File: src/rtl/pin_mux_pkg.sv
package pin_mux_pkg;
    // Line widths of the three ports
    localparam int PORT_A_WIDTH = 8;
    localparam int PORT_B_WIDTH = 8;
    localparam int PORT_C_WIDTH = 5;
    // Alternate function line positions
    localparam int RELOAD_TIMER_IN_BIT = 6;
    localparam int RELOAD_TIMER_OUT_BIT = 7;
    localparam int GENERAL_TIMER_BIT = 1;
    localparam int SPI_DIN_BIT = 2;
    localparam int SPI_DOUT_BIT = 3;
    localparam int SPI_CLK_BIT = 4;
    // Values after reset
    localparam logic CORE_RST_RESET = 1'b1;
    localparam logic PROG_MODE_RESET = 1'b0;
    localparam logic NMI_IDLE_RESET = 1'b1;

    // Line mode, coded as {direction, option, data}
    typedef enum logic [2:0] {
        MODE_IN_PULLUP = 3'b000,
        MODE_IN_FLOAT = 3'b001,
        MODE_IN_INT = 3'b010,
        MODE_IN_ANALOG = 3'b011,
        MODE_OUT_OD_LOW = 3'b100,
        MODE_OUT_OD_HIGH = 3'b101,
        MODE_OUT_PP_LOW = 3'b110,
        MODE_OUT_PP_HIGH = 3'b111
    } line_mode_t;
endpackage

File: src/rtl/mcu_pin_function_mux.sv
// Pin function assignment for three ports, reset, NMI and test pins
module mcu_pin_function_mux (
    input wire logic sys_clk,
    input wire logic sys_rst,
    // Port A configuration and pins
    input wire logic [7:0] port_a_data,
    input wire logic [7:0] port_a_dir,
    input wire logic [7:0] port_a_opt,
    input wire logic [7:0] port_a_lines_in,
    output logic [7:0] port_a_lines_out,
    output logic [7:0] port_a_lines_oe,
    output logic [7:0] port_a_pull_up,
    output logic [7:0] port_a_analog_en,
    output logic [7:0] port_a_in,
    // Port B configuration and pins
    input wire logic [7:0] port_b_data,
    input wire logic [7:0] port_b_dir,
    input wire logic [7:0] port_b_opt,
    input wire logic [7:0] port_b_lines_in,
    output logic [7:0] port_b_lines_out,
    output logic [7:0] port_b_lines_oe,
    output logic [7:0] port_b_pull_up,
    output logic [7:0] port_b_in,
    // Port C configuration and pins
    input wire logic [4:0] port_c_data,
    input wire logic [4:0] port_c_dir,
    input wire logic [4:0] port_c_opt,
    input wire logic [4:0] port_c_lines_in,
    output logic [4:0] port_c_lines_out,
    output logic [4:0] port_c_lines_oe,
    output logic [4:0] port_c_pull_up,
    output logic [4:0] port_c_analog_en,
    output logic [4:0] port_c_in,
    // Port interrupt request, one pulse per cycle in which any interrupt line falls
    output logic port_int_req,
    // Auto-reload timer
    input wire logic art_out_sel,
    input wire logic art_out,
    output logic art_in,
    // General timer
    input wire logic gt_sel,
    input wire logic gt_oe,
    input wire logic gt_out,
    output logic gt_in,
    // Serial peripheral interface
    input wire logic spi_sel,
    input wire logic spi_dout,
    input wire logic spi_clk_oe,
    input wire logic spi_clk_out,
    output logic spi_din,
    output logic spi_clk_in,
    // System pins
    input wire logic reset_pin_n,
    input wire logic nmi_pin_n,
    input wire logic test_pin_hv,
    output logic core_rst,
    output logic nmi_req,
    output logic prog_mode
);
    // Alternate function hookup per line
    logic [7:0] b_alt_en; // Port B lines handed to a peripheral
    logic [7:0] b_alt_oe; // Peripheral drive enable, port B
    logic [7:0] b_alt_out; // Peripheral data, port B
    logic [4:0] c_alt_en; // Port C lines handed to a peripheral
    logic [4:0] c_alt_oe; // Peripheral drive enable, port C
    logic [4:0] c_alt_out; // Peripheral data, port C
    logic [7:0] a_int_en; // Interrupt mode, port A
    logic [7:0] b_int_en; // Interrupt mode, port B
    logic [4:0] c_int_en; // Interrupt mode, port C
    logic [7:0] a_prev_reg; // Previous sample for edge detect
    logic [7:0] b_prev_reg;
    logic [4:0] c_prev_reg;
    logic nmi_prev_reg; // Previous NMI pin level
    logic core_rst_reg; // Core reset state
    logic prog_mode_reg; // Programming mode caught at reset release

    // Timer input needs no override: software keeps the timer input line an input
    always_comb begin
        b_alt_en = 8'h00;
        b_alt_oe = 8'h00;
        b_alt_out = 8'h00;
        b_alt_en[pin_mux_pkg::RELOAD_TIMER_OUT_BIT] = art_out_sel;
        b_alt_oe[pin_mux_pkg::RELOAD_TIMER_OUT_BIT] = 1'b1;
        b_alt_out[pin_mux_pkg::RELOAD_TIMER_OUT_BIT] = art_out;
    end

    // Port C alternates: general timer and serial interface
    always_comb begin
        c_alt_en = 5'h00;
        c_alt_oe = 5'h00;
        c_alt_out = 5'h00;
        c_alt_en[pin_mux_pkg::GENERAL_TIMER_BIT] = gt_sel;
        c_alt_oe[pin_mux_pkg::GENERAL_TIMER_BIT] = gt_oe;
        c_alt_out[pin_mux_pkg::GENERAL_TIMER_BIT] = gt_out;
        // Data in is receive only, so the driver is released
        c_alt_en[pin_mux_pkg::SPI_DIN_BIT] = spi_sel;
        c_alt_en[pin_mux_pkg::SPI_DOUT_BIT] = spi_sel;
        c_alt_oe[pin_mux_pkg::SPI_DOUT_BIT] = 1'b1;
        c_alt_out[pin_mux_pkg::SPI_DOUT_BIT] = spi_dout;
        c_alt_en[pin_mux_pkg::SPI_CLK_BIT] = spi_sel;
        c_alt_oe[pin_mux_pkg::SPI_CLK_BIT] = spi_clk_oe;
        c_alt_out[pin_mux_pkg::SPI_CLK_BIT] = spi_clk_out;
    end

    // Port A: all modes including analog
    for (genvar i = 0; i < pin_mux_pkg::PORT_A_WIDTH; i++) begin : g_port_a
        port_line_cell #(.HAS_ANALOG(1'b1)) u_cell (
            .dir_bit(port_a_dir[i]),
            .opt_bit(port_a_opt[i]),
            .data_bit(port_a_data[i]),
            .alt_en(1'b0),
            .alt_oe(1'b0),
            .alt_out(1'b0),
            .pin_out(port_a_lines_out[i]),
            .pin_oe(port_a_lines_oe[i]),
            .pull_up(port_a_pull_up[i]),
            .analog_en(port_a_analog_en[i]),
            .int_en(a_int_en[i])
        );
    end

    // Port B: no analog path on any line
    for (genvar i = 0; i < pin_mux_pkg::PORT_B_WIDTH; i++) begin : g_port_b
        port_line_cell #(.HAS_ANALOG(1'b0)) u_cell (
            .dir_bit(port_b_dir[i]),
            .opt_bit(port_b_opt[i]),
            .data_bit(port_b_data[i]),
            .alt_en(b_alt_en[i]),
            .alt_oe(b_alt_oe[i]),
            .alt_out(b_alt_out[i]),
            .pin_out(port_b_lines_out[i]),
            .pin_oe(port_b_lines_oe[i]),
            .pull_up(port_b_pull_up[i]),
            .analog_en(),
            .int_en(b_int_en[i])
        );
    end

    // Port C: all modes including analog
    for (genvar i = 0; i < pin_mux_pkg::PORT_C_WIDTH; i++) begin : g_port_c
        port_line_cell #(.HAS_ANALOG(1'b1)) u_cell (
            .dir_bit(port_c_dir[i]),
            .opt_bit(port_c_opt[i]),
            .data_bit(port_c_data[i]),
            .alt_en(c_alt_en[i]),
            .alt_oe(c_alt_oe[i]),
            .alt_out(c_alt_out[i]),
            .pin_out(port_c_lines_out[i]),
            .pin_oe(port_c_lines_oe[i]),
            .pull_up(port_c_pull_up[i]),
            .analog_en(port_c_analog_en[i]),
            .int_en(c_int_en[i])
        );
    end

    // Input path sampled every cycle, whatever owns the driver
    always_ff @(posedge sys_clk or posedge sys_rst) begin
        if (sys_rst) begin
            port_a_in <= 8'hff;
            port_b_in <= 8'hff;
            port_c_in <= 5'h1f;
        end else begin
            port_a_in <= port_a_lines_in;
            port_b_in <= port_b_lines_in;
            port_c_in <= port_c_lines_in;
        end
    end

    // Peripheral input taps come straight from the sampled port values
    assign art_in = port_b_in[pin_mux_pkg::RELOAD_TIMER_IN_BIT];
    assign gt_in = port_c_in[pin_mux_pkg::GENERAL_TIMER_BIT];
    assign spi_din = port_c_in[pin_mux_pkg::SPI_DIN_BIT];
    assign spi_clk_in = port_c_in[pin_mux_pkg::SPI_CLK_BIT];

    // Falling edge on any interrupt-mode line gives one pulse
    always_ff @(posedge sys_clk or posedge sys_rst) begin
        if (sys_rst) begin
            a_prev_reg <= 8'hff;
            b_prev_reg <= 8'hff;
            c_prev_reg <= 5'h1f;
            port_int_req <= 1'b0;
        end else begin
            a_prev_reg <= port_a_in;
            b_prev_reg <= port_b_in;
            c_prev_reg <= port_c_in;
            port_int_req <= (|(a_prev_reg & ~port_a_in & a_int_en))
                | (|(b_prev_reg & ~port_b_in & b_int_en))
                | (|(c_prev_reg & ~port_c_in & c_int_en));
        end
    end

    // NMI edge detect; there is deliberately no mask input at all
    always_ff @(posedge sys_clk or posedge sys_rst) begin
        if (sys_rst) begin
            nmi_prev_reg <= pin_mux_pkg::NMI_IDLE_RESET;
            nmi_req <= 1'b0;
        end else begin
            nmi_prev_reg <= nmi_pin_n;
            nmi_req <= nmi_prev_reg & ~nmi_pin_n;
        end
    end

    // Reset pin held low keeps the core in reset
    always_ff @(posedge sys_clk or posedge sys_rst) begin
        if (sys_rst) begin
            core_rst_reg <= pin_mux_pkg::CORE_RST_RESET;
        end else begin
            core_rst_reg <= ~reset_pin_n;
        end
    end
    assign core_rst = core_rst_reg;

    // Test pin tracked through reset, frozen when the core starts
    always_ff @(posedge sys_clk or posedge sys_rst) begin
        if (sys_rst) begin
            prog_mode_reg <= pin_mux_pkg::PROG_MODE_RESET;
        end else if (core_rst_reg) begin
            prog_mode_reg <= test_pin_hv;
        end
    end
    assign prog_mode = prog_mode_reg;

    AST_A_PUSH_PULL: assert property (@(posedge sys_clk) disable iff (sys_rst)
        ((port_a_lines_oe & port_a_dir & port_a_opt) == (port_a_dir & port_a_opt))
        && ((port_a_lines_out & port_a_dir & port_a_opt)
        == (port_a_data & port_a_dir & port_a_opt)))
        else $error("Port A push-pull line not driven with its data");
    AST_C_OPEN_DRAIN: assert property (@(posedge sys_clk) disable iff (sys_rst)
        ((port_c_lines_out & port_c_dir & ~port_c_opt & ~c_alt_en) == 5'h00))
        else $error("Port C open-drain line drives high");
    AST_B_ANALOG_NONE: assert property (@(posedge sys_clk) disable iff (sys_rst)
        // Only the analog code, not the pulled-up interrupt code that shares dir and opt
        (port_b_dir == 8'h00 && port_b_opt == 8'hff && port_b_data == 8'hff && !art_out_sel)
        |-> (port_b_lines_oe == 8'h00 && port_b_pull_up == 8'h00))
        else $error("Port B line misbehaves in analog setting");
    AST_TIMER_OUT: assert property (@(posedge sys_clk) disable iff (sys_rst)
        art_out_sel |-> (port_b_lines_oe[7] && port_b_lines_out[7] == art_out))
        else $error("Timer output not on port B line 7");
    AST_GT_LINE: assert property (@(posedge sys_clk) disable iff (sys_rst)
        gt_sel |-> (port_c_lines_oe[1] == gt_oe && port_c_lines_out[1] == gt_out))
        else $error("General timer not routed to port C line 1");
    AST_SPI_LINES: assert property (@(posedge sys_clk) disable iff (sys_rst)
        spi_sel |-> (!port_c_lines_oe[2] && port_c_lines_oe[3]
        && port_c_lines_out[3] == spi_dout && port_c_lines_oe[4] == spi_clk_oe))
        else $error("Serial lines not routed to port C");
    AST_NMI_EDGE: assert property (@(posedge sys_clk) disable iff (sys_rst)
        (nmi_prev_reg && !nmi_pin_n) |=> nmi_req ##1 !nmi_req)
        else $error("NMI falling edge not reported as one pulse");
    AST_RESET_PIN: assert property (@(posedge sys_clk) disable iff (sys_rst)
        !reset_pin_n |=> core_rst)
        else $error("Reset pin low did not hold core reset");
    AST_PROG_CATCH: assert property (@(posedge sys_clk) disable iff (sys_rst)
        $fell(core_rst) |-> (prog_mode == $past(test_pin_hv)) ##1 $stable(prog_mode))
        else $error("Programming mode not caught at reset release");
    AST_INPUT_PATH: assert property (@(posedge sys_clk) disable iff (sys_rst)
        ##1 (port_c_in == $past(port_c_lines_in) && port_b_in == $past(port_b_lines_in)))
        else $error("Input path does not follow pins");
endmodule

File: src/rtl/port_line_cell.sv
// One port line: mode decode plus alternate function override
module port_line_cell #(
    parameter bit HAS_ANALOG = 1'b1
) (
    input wire logic dir_bit,
    input wire logic opt_bit,
    input wire logic data_bit,
    input wire logic alt_en,
    input wire logic alt_oe,
    input wire logic alt_out,
    output logic pin_out,
    output logic pin_oe,
    output logic pull_up,
    output logic analog_en,
    output logic int_en
);
    pin_mux_pkg::line_mode_t mode; // Decoded line mode

    // Port mode decode; the alternate function takes the driver and clears analog and interrupt mode
    always_comb begin
        mode = pin_mux_pkg::line_mode_t'({dir_bit, opt_bit, data_bit});
        pin_out = 1'b0;
        pin_oe = 1'b0;
        pull_up = 1'b0;
        analog_en = 1'b0;
        int_en = 1'b0;
        case (mode)
            pin_mux_pkg::MODE_IN_PULLUP: begin
                pull_up = 1'b1;
            end
            pin_mux_pkg::MODE_IN_FLOAT: begin
                pull_up = 1'b0;
            end
            pin_mux_pkg::MODE_IN_INT: begin
                pull_up = 1'b1;
                int_en = 1'b1;
            end
            pin_mux_pkg::MODE_IN_ANALOG: begin
                // Without an analog path the line falls back to a floating input
                analog_en = HAS_ANALOG;
            end
            pin_mux_pkg::MODE_OUT_OD_LOW: begin
                // Open drain only ever pulls low
                pin_oe = 1'b1;
            end
            pin_mux_pkg::MODE_OUT_OD_HIGH: begin
                pin_oe = 1'b0;
            end
            pin_mux_pkg::MODE_OUT_PP_LOW: begin
                pin_oe = 1'b1;
            end
            pin_mux_pkg::MODE_OUT_PP_HIGH: begin
                pin_oe = 1'b1;
                pin_out = 1'b1;
            end
            default: begin
                pin_oe = 1'b0;
            end
        endcase
        // Peripheral owns the driver; input path stays untouched
        if (alt_en) begin
            pin_oe = alt_oe;
            pin_out = alt_out;
            analog_en = 1'b0;
            int_en = 1'b0;
        end
    end
endmodule

File: config.mk
export PLATFORM = sky130hd
export DESIGN_NAME = mcu_pin_function_mux
export DESIGN_NICKNAME = d
export VERILOG_FILES = /design/src/rtl/pin_mux_pkg.sv /design/src/rtl/mcu_pin_function_mux.sv /design/src/rtl/port_line_cell.sv
export SDC_FILE = /design/constraint.sdc
export NUM_CORES = 1
export LEC_CHECK = 0
export BUFFER_PORTS_ARGS = -buffer_cell sky130_fd_sc_hd__buf_2
export CORE_ASPECT_RATIO = 0.75
export CORE_MARGIN = 8
export CORE_UTILIZATION = 39
export CTS_CLUSTER_SIZE = 12
export DETAILED_ROUTE_END_ITERATION = 10
export PLACE_DENSITY = 0.78
export SLEW_MARGIN = 15
export SYNTH_ARGS = -nofsm -noshare
export SYNTH_HDL_FRONTEND = slang
export SYNTH_HIERARCHICAL = 1
export SYNTH_SLANG_ARGS = --single-unit
File: constraint.sdc
create_clock -name sys_clk -period 1.55 [get_ports sys_clk]
set_clock_uncertainty 0.15 [all_clocks]
set_input_delay 0.31 -clock sys_clk [delete_from_list [all_inputs] [get_ports sys_clk]]
set_output_delay 0.31 -clock sys_clk [all_outputs]
set_load 0.1 [all_outputs]
==> results.toml, run 1 <==
[grt]
grt_pass1_wl_um = 25100
antenna_found_initial = 0
grt_remaining_overflow = 0
grt_pass1_vias = 4292
grt_max_degree = 27
track_usage_pct = 29.5

[timing]
finalCritPeriodShare_pct = 106
max_freq_mhz = 609
setup_viol = 18
setup_slack_ns = -0.0911
hold_viol = 0
rsz0062_at_grt = "true"
final_max_slew_viol_count = 0
setup_tns_ns = -1.05
fin_crit_ns = 1.64

[clocking]
clk_pin_slew_worst_paths_ns = 0.10
cts_buffers = 5
ctsRootBufferMaster = "clkbuf_8"
clock_sinks = 47
cts_tree = "yes"
clk_path_buf_depth = 2
h-tree-depth = 2
clk_latency_ns = 0.31

[critical_path]
r2r_end = "port_int_req"
reg2reg_depth = 4
worstPathRequired_ns = 1.09
worstReg2RegStart = "port_a_in[1]"
crit_arrival_ns = 1.18
cp-end-kind = "primary output"
critPathSlowestCell = "dfstp_4"
crit_start = "port_c_in[1]"
cp.depth = 1
critPathMaxStageDelay_ns = 0.69
critical_path_class = "reg2out"
cp_num_buf_inv = 1
r2r_slack_ns = -0.08
cp-start-kind = "flop"
cp_top_family = "flip-flops"
path_max_fanout = 4
cp_cell_sequence = "buf_12"

[route]
drc = 0
num_vias = 3727
wl_per_cell_um = 22.5
drtIter0Drc = 196
wl_um = 17100
drtAntennaViolNets = 0
first_pass_iters = 4
viasPerCell = 4.92

[flow_run]
maxCapViolCount = 0

[finish]
area_growth_pct = 138
stdcell_count = 758
diodes = 0
final_nets = 750
layout-drive-gt1-share_pct = 60.8
final_area_mm2 = 0.00732

[floorplan]
initial_core_util_pct = 39.5
rows = 28
dieArea_mm2 = 0.0110
die_h_um = 92.9
ioPinCount = 203
core_mm2 = 0.00778
die_w_um = 118

[logic_synthesis]
synthCells = 295
post_synth_instance_area_mm2 = 0.00307
syn_avg_cell_area_um2 = 10.4
yosys_warnings = 6

[placed_design]
dp_cells = 710
dp_hpwl_um = 11300
post-place-ws_ns = -0.0793
portBuffers = 202
postPlaceCellArea_mm2 = 0.00683
gp_congestion = 0.760

[worst_hold_path]
hold_depth = 2
worstHoldStart = "test_pin_hv"
hp-class = "in2reg"
min_to = "prog_mode"

[status]
status = "finished with violations"
violations = "negative setup slack"

[power]
sw_frac_of_total_pct = 47.4
pwr-share-clk_pct = 15.5
combPwrFrac_pct = 57.2
power.density_mw_per_mm2 = 706
p_sw_w = 0.00245
seqPwrFrac_pct = 27.4
leakage_nw = 3.22
intPower_w = 0.00271
peakVddDrop_v = 0.000732
-- worst max path at each step --
stage                     endpoint  slack, ns
2_1_floorplan  port_a_analog_en[0]      -0.33
3_3_place_gp          port_int_req      -0.06
3_5_place_dp    port_c_lines_oe[4]      -0.08
4_1_cts                      gt_in      -0.08
5_1_grt               port_c_in[1]      -0.12
6_report                     gt_in      -0.09
-- routing by layer --
metal	track usage (%)	share of wire, %	up-vias
met1	27.8	35	1836
met4	12.2	3.8	0
li1	-	-	1631
met2	58.7	55	211
met5	0	0	-
met3	8.63	6.9	49
-- layout make-up --
type	instances	area (µm²)
clock buffers	6	72.6
clock inverters	2	16.3
fillers	229	460
inverters	2	7.51
multi-input cells	349	2840
flip-flops and latches	47	1280
well taps	105	131
repair buffers	247	2970
-- power by group through the flow --
stage | Combinational, W | Clock [W] | Sequential [W]
final | 0.00295 | 0.000798 | 0.00141
after CTS | 0.00286 | 0.000779 | 0.00141
after global placement | 0.00272 | 0 | 0.00142
after global routing | 0.00303 | 0.000862 | 0.00142
after detailed placement | 0.00278 | 0 | 0.00143
after floorplan | 0.00143 | 0 | 0.00168
-- through the flow --
| step | total power (W) | hold WS [ns] | util [%] |
|---|---|---|---|
| final | 0.00516 | 0.103 | 94.1 |
| after global routing | 0.00531 | 0.0888 | 94.1 |
| after CTS | 0.00505 | 0.103 | 93.4 |
| after detailed placement | 0.00421 | 0.219 | 87.8 |
| after global placement | 0.00414 | 0.205 | 87.8 |
| after floorplan | 0.00312 | 0.164 | - |
-- layout by cell type (no fill, tap or decap), types with 3 or more instances in the layout --
cell and count:
clkbuf_8 5, dlygate4sd3_1 24, nand2_1 84, dfstp_4 12
nor4bb_4 13, dfrtp_1 3, and2b_1 8, nor4b_2 21
buf_4 22, nand2b_4 21, nor2b_1 14, conb_1 109
dfstp_2 32, buf_2 95, o21ai_4 42, o22ai_1 9
buf_12 103, nor2_4 21
-- repair_timing --
action	CTS	global route
gates resized for setup	6	4
hold endpoints to repair	26	0
buffers inserted	10	6
pin swaps	2	4
setup endpoints to repair	28	31
hold buffers	24	0
(Power assumes the default switching activity.)
==> inputs of run 2 (changes only) <==
--- a/config.mk
+++ b/config.mk
@@ -11,7 +11,8 @@
 export CORE_UTILIZATION = 39
 export CTS_CLUSTER_SIZE = 12
 export DETAILED_ROUTE_END_ITERATION = 10
-export PLACE_DENSITY = 0.78
+export PLACE_DENSITY_LB_ADDON = 0.1
+export RECOVER_POWER = 50
 export SLEW_MARGIN = 15
 export SYNTH_ARGS = -nofsm -noshare
 export SYNTH_HDL_FRONTEND = slang
==> run 2 against run 1 <==
  * Core utilization increased by 1.7 points
  * Clock power grew 2%
  * Sequential share of layout area down 0.31 points
  * The run still ends with negative setup slack left
  * Sequential power hardly changed
  * Critical path type is now reg2reg
  * Combinational power increased by 3%
  * Critical path depth increased by 3
  * Hold slack improved by 0.031 ns
  * Count of clock-buffer cells in the layout stayed put
  * Fmax down 3.3%
  * Critical endpoint is now port_int_req
  * Wire length rose by 21%
==> results.toml, run 2 (same netlist as run 1, synthesis figures left out) <==
[clocking]
clock_sinks = 47
h-tree-depth = 2
cts_tree = "yes"
clk_latency_ns = 0.32
clk_path_buf_depth = 2
ctsRootBufferMaster = "clkbuf_8"
clk_pin_slew_worst_paths_ns = 0.10
cts_buffers = 5

[timing]
setup_viol = 24
max_freq_mhz = 589
final_max_slew_viol_count = 0
fin_crit_ns = 1.70
hold-worst-slack_ns = 0.133
rsz0062_at_grt = "true"
finalCritPeriodShare_pct = 109
hold_viol = 0
setup_slack_ns = -0.147

[flow_run]
maxCapViolCount = 0

[route]
viasPerCell = 5.41
wl_per_cell_um = 26.9
drtIter0Drc = 259
drtAntennaViolNets = 0
num_vias = 4143
wl_um = 20600
drc = 0
first_pass_iters = 6

[floorplan]
die_h_um = 92.9
core_mm2 = 0.00778
die_w_um = 118
rows = 28
initial_core_util_pct = 39.5
ioPinCount = 203
dieArea_mm2 = 0.0110

[finish]
layout-drive-gt1-share_pct = 60.7
layout_commonest_cell = "conb_1"
area_growth_pct = 143
fillers = 153
final_nets = 756
layout_common_cells = "conb_1, buf_12, buf_2"
utilization_pct = 95.8

[grt]
grt_pass1_vias = 4491
track_usage_pct = 31.5
antenna_found_initial = 1
grt_remaining_overflow = 0
grt_pass1_wl_um = 26900
grt_max_degree = 25

[placed_design]
portBuffers = 202
gp_congestion = 0.753
dp_hpwl_um = 10800

[critical_path]
reg2reg_depth = 4
cp-start-kind = "flop"
cp-end-kind = "flop"
crit_start = "port_c_in[2]"
worstReg2RegStart = "port_c_in[2]"
path_max_fanout = 3
r2r_slack_ns = -0.15
worstPathRequired_ns = 1.58
endpoint = "port_int_req"
r2r_end = "port_int_req"
critical_path_class = "reg2reg"
crit_arrival_ns = 1.72

[status]
violations = "negative setup slack"
status = "finished with violations"

[worst_hold_path]
hp-class = "in2reg"
hold_depth = 2

[power]
peakVddDrop_v = 0.000529
power.density_mw_per_mm2 = 709
leakage_nw = 3.28
## run 2: through the flow
step | total power, W | area [µm²] | setup slack [ns] | TNS, ns | std cells
detailed placement | 0.00420 | 6840 | -0.120 | -0.355 | 710
global placement | 0.00415 | 6840 | -0.129 | -0.240 | 710
CTS | 0.00507 | 7370 | -0.133 | -1.06 | 757
finish | 0.00528 | 7450 | -0.147 | -1.60 | 766
global route | 0.00540 | 7450 | -0.175 | -2.12 | 765
floorplan | 0.00312 | 4150 | -0.333 | -4.32 | 402
## run 2: area by class of cell
cell class | count | area [µm²] | area share, %
Inverter | 2 | 7.51 | 0.101
Tap cell | 105 | 131 | 1.76
Sequential cell | 47 | 1280 | 17.1
Clock buffer | 6 | 72.6 | 0.974
Multi-Input combinational cell | 349 | 2890 | 38.7
Timing Repair Buffer | 253 | 3050 | 41.0
Antenna cell | 2 | 5.00 | 0.0672
Clock inverter | 2 | 16.3 | 0.218
## run 2: power breakdown
part / total [W] / internal [W] / switching (W) / leakage (nW)
sequential: 0.00142 / 0.00135 / 0.0000698 / 0.502
clock: 0.000815 / 0.000326 / 0.000489 / 0.0418
combinational: 0.00305 / 0.00106 / 0.00198 / 2.73
total: 0.00528 / 0.00274 / 0.00254 / 3.28
## run 2: critical path, stage by stage, from the launching register on
cell and delay [ns]:
dfstp_4 0.67, buf_4 0.12, o22ai_1 0.12, nor4_2 0.35, nand3_1 0.14
## run 2: worst min path at each step
stage / from / end / slack, ns
2_1_floorplan: nmi_pin_n / nmi_prev_reg / 0.16
3_3_place_gp: sys_rst / port_int_req / 0.22
3_5_place_dp: sys_rst / port_int_req / 0.22
6_report: test_pin_hv / prog_mode / 0.13
5_1_grt: test_pin_hv / prog_mode / 0.12
4_1_cts: test_pin_hv / prog_mode / 0.07
## run 2: timing repair
item	CTS	global route
cloned	1	0
pin swaps	4	5
endpoints found under the setup margin	29	37
hold endpoints to repair	26	0
buffers inserted	14	8
gates resized for setup	16	13
hold buffers	24	0
## run 2: layer usage
metal / wire [µm] / up-vias / track usage [%] / share of wire [%]
li1: - / 1653 / - / -
met1: 6730 / 2044 / 29.8 / 33
met2: 10600 / 314 / 59.9 / 52
met3: 1540 / 132 / 9.24 / 7.4
met4: 1750 / 0 / 18.9 / 8.5
met5: 0 / - / 0 / 0
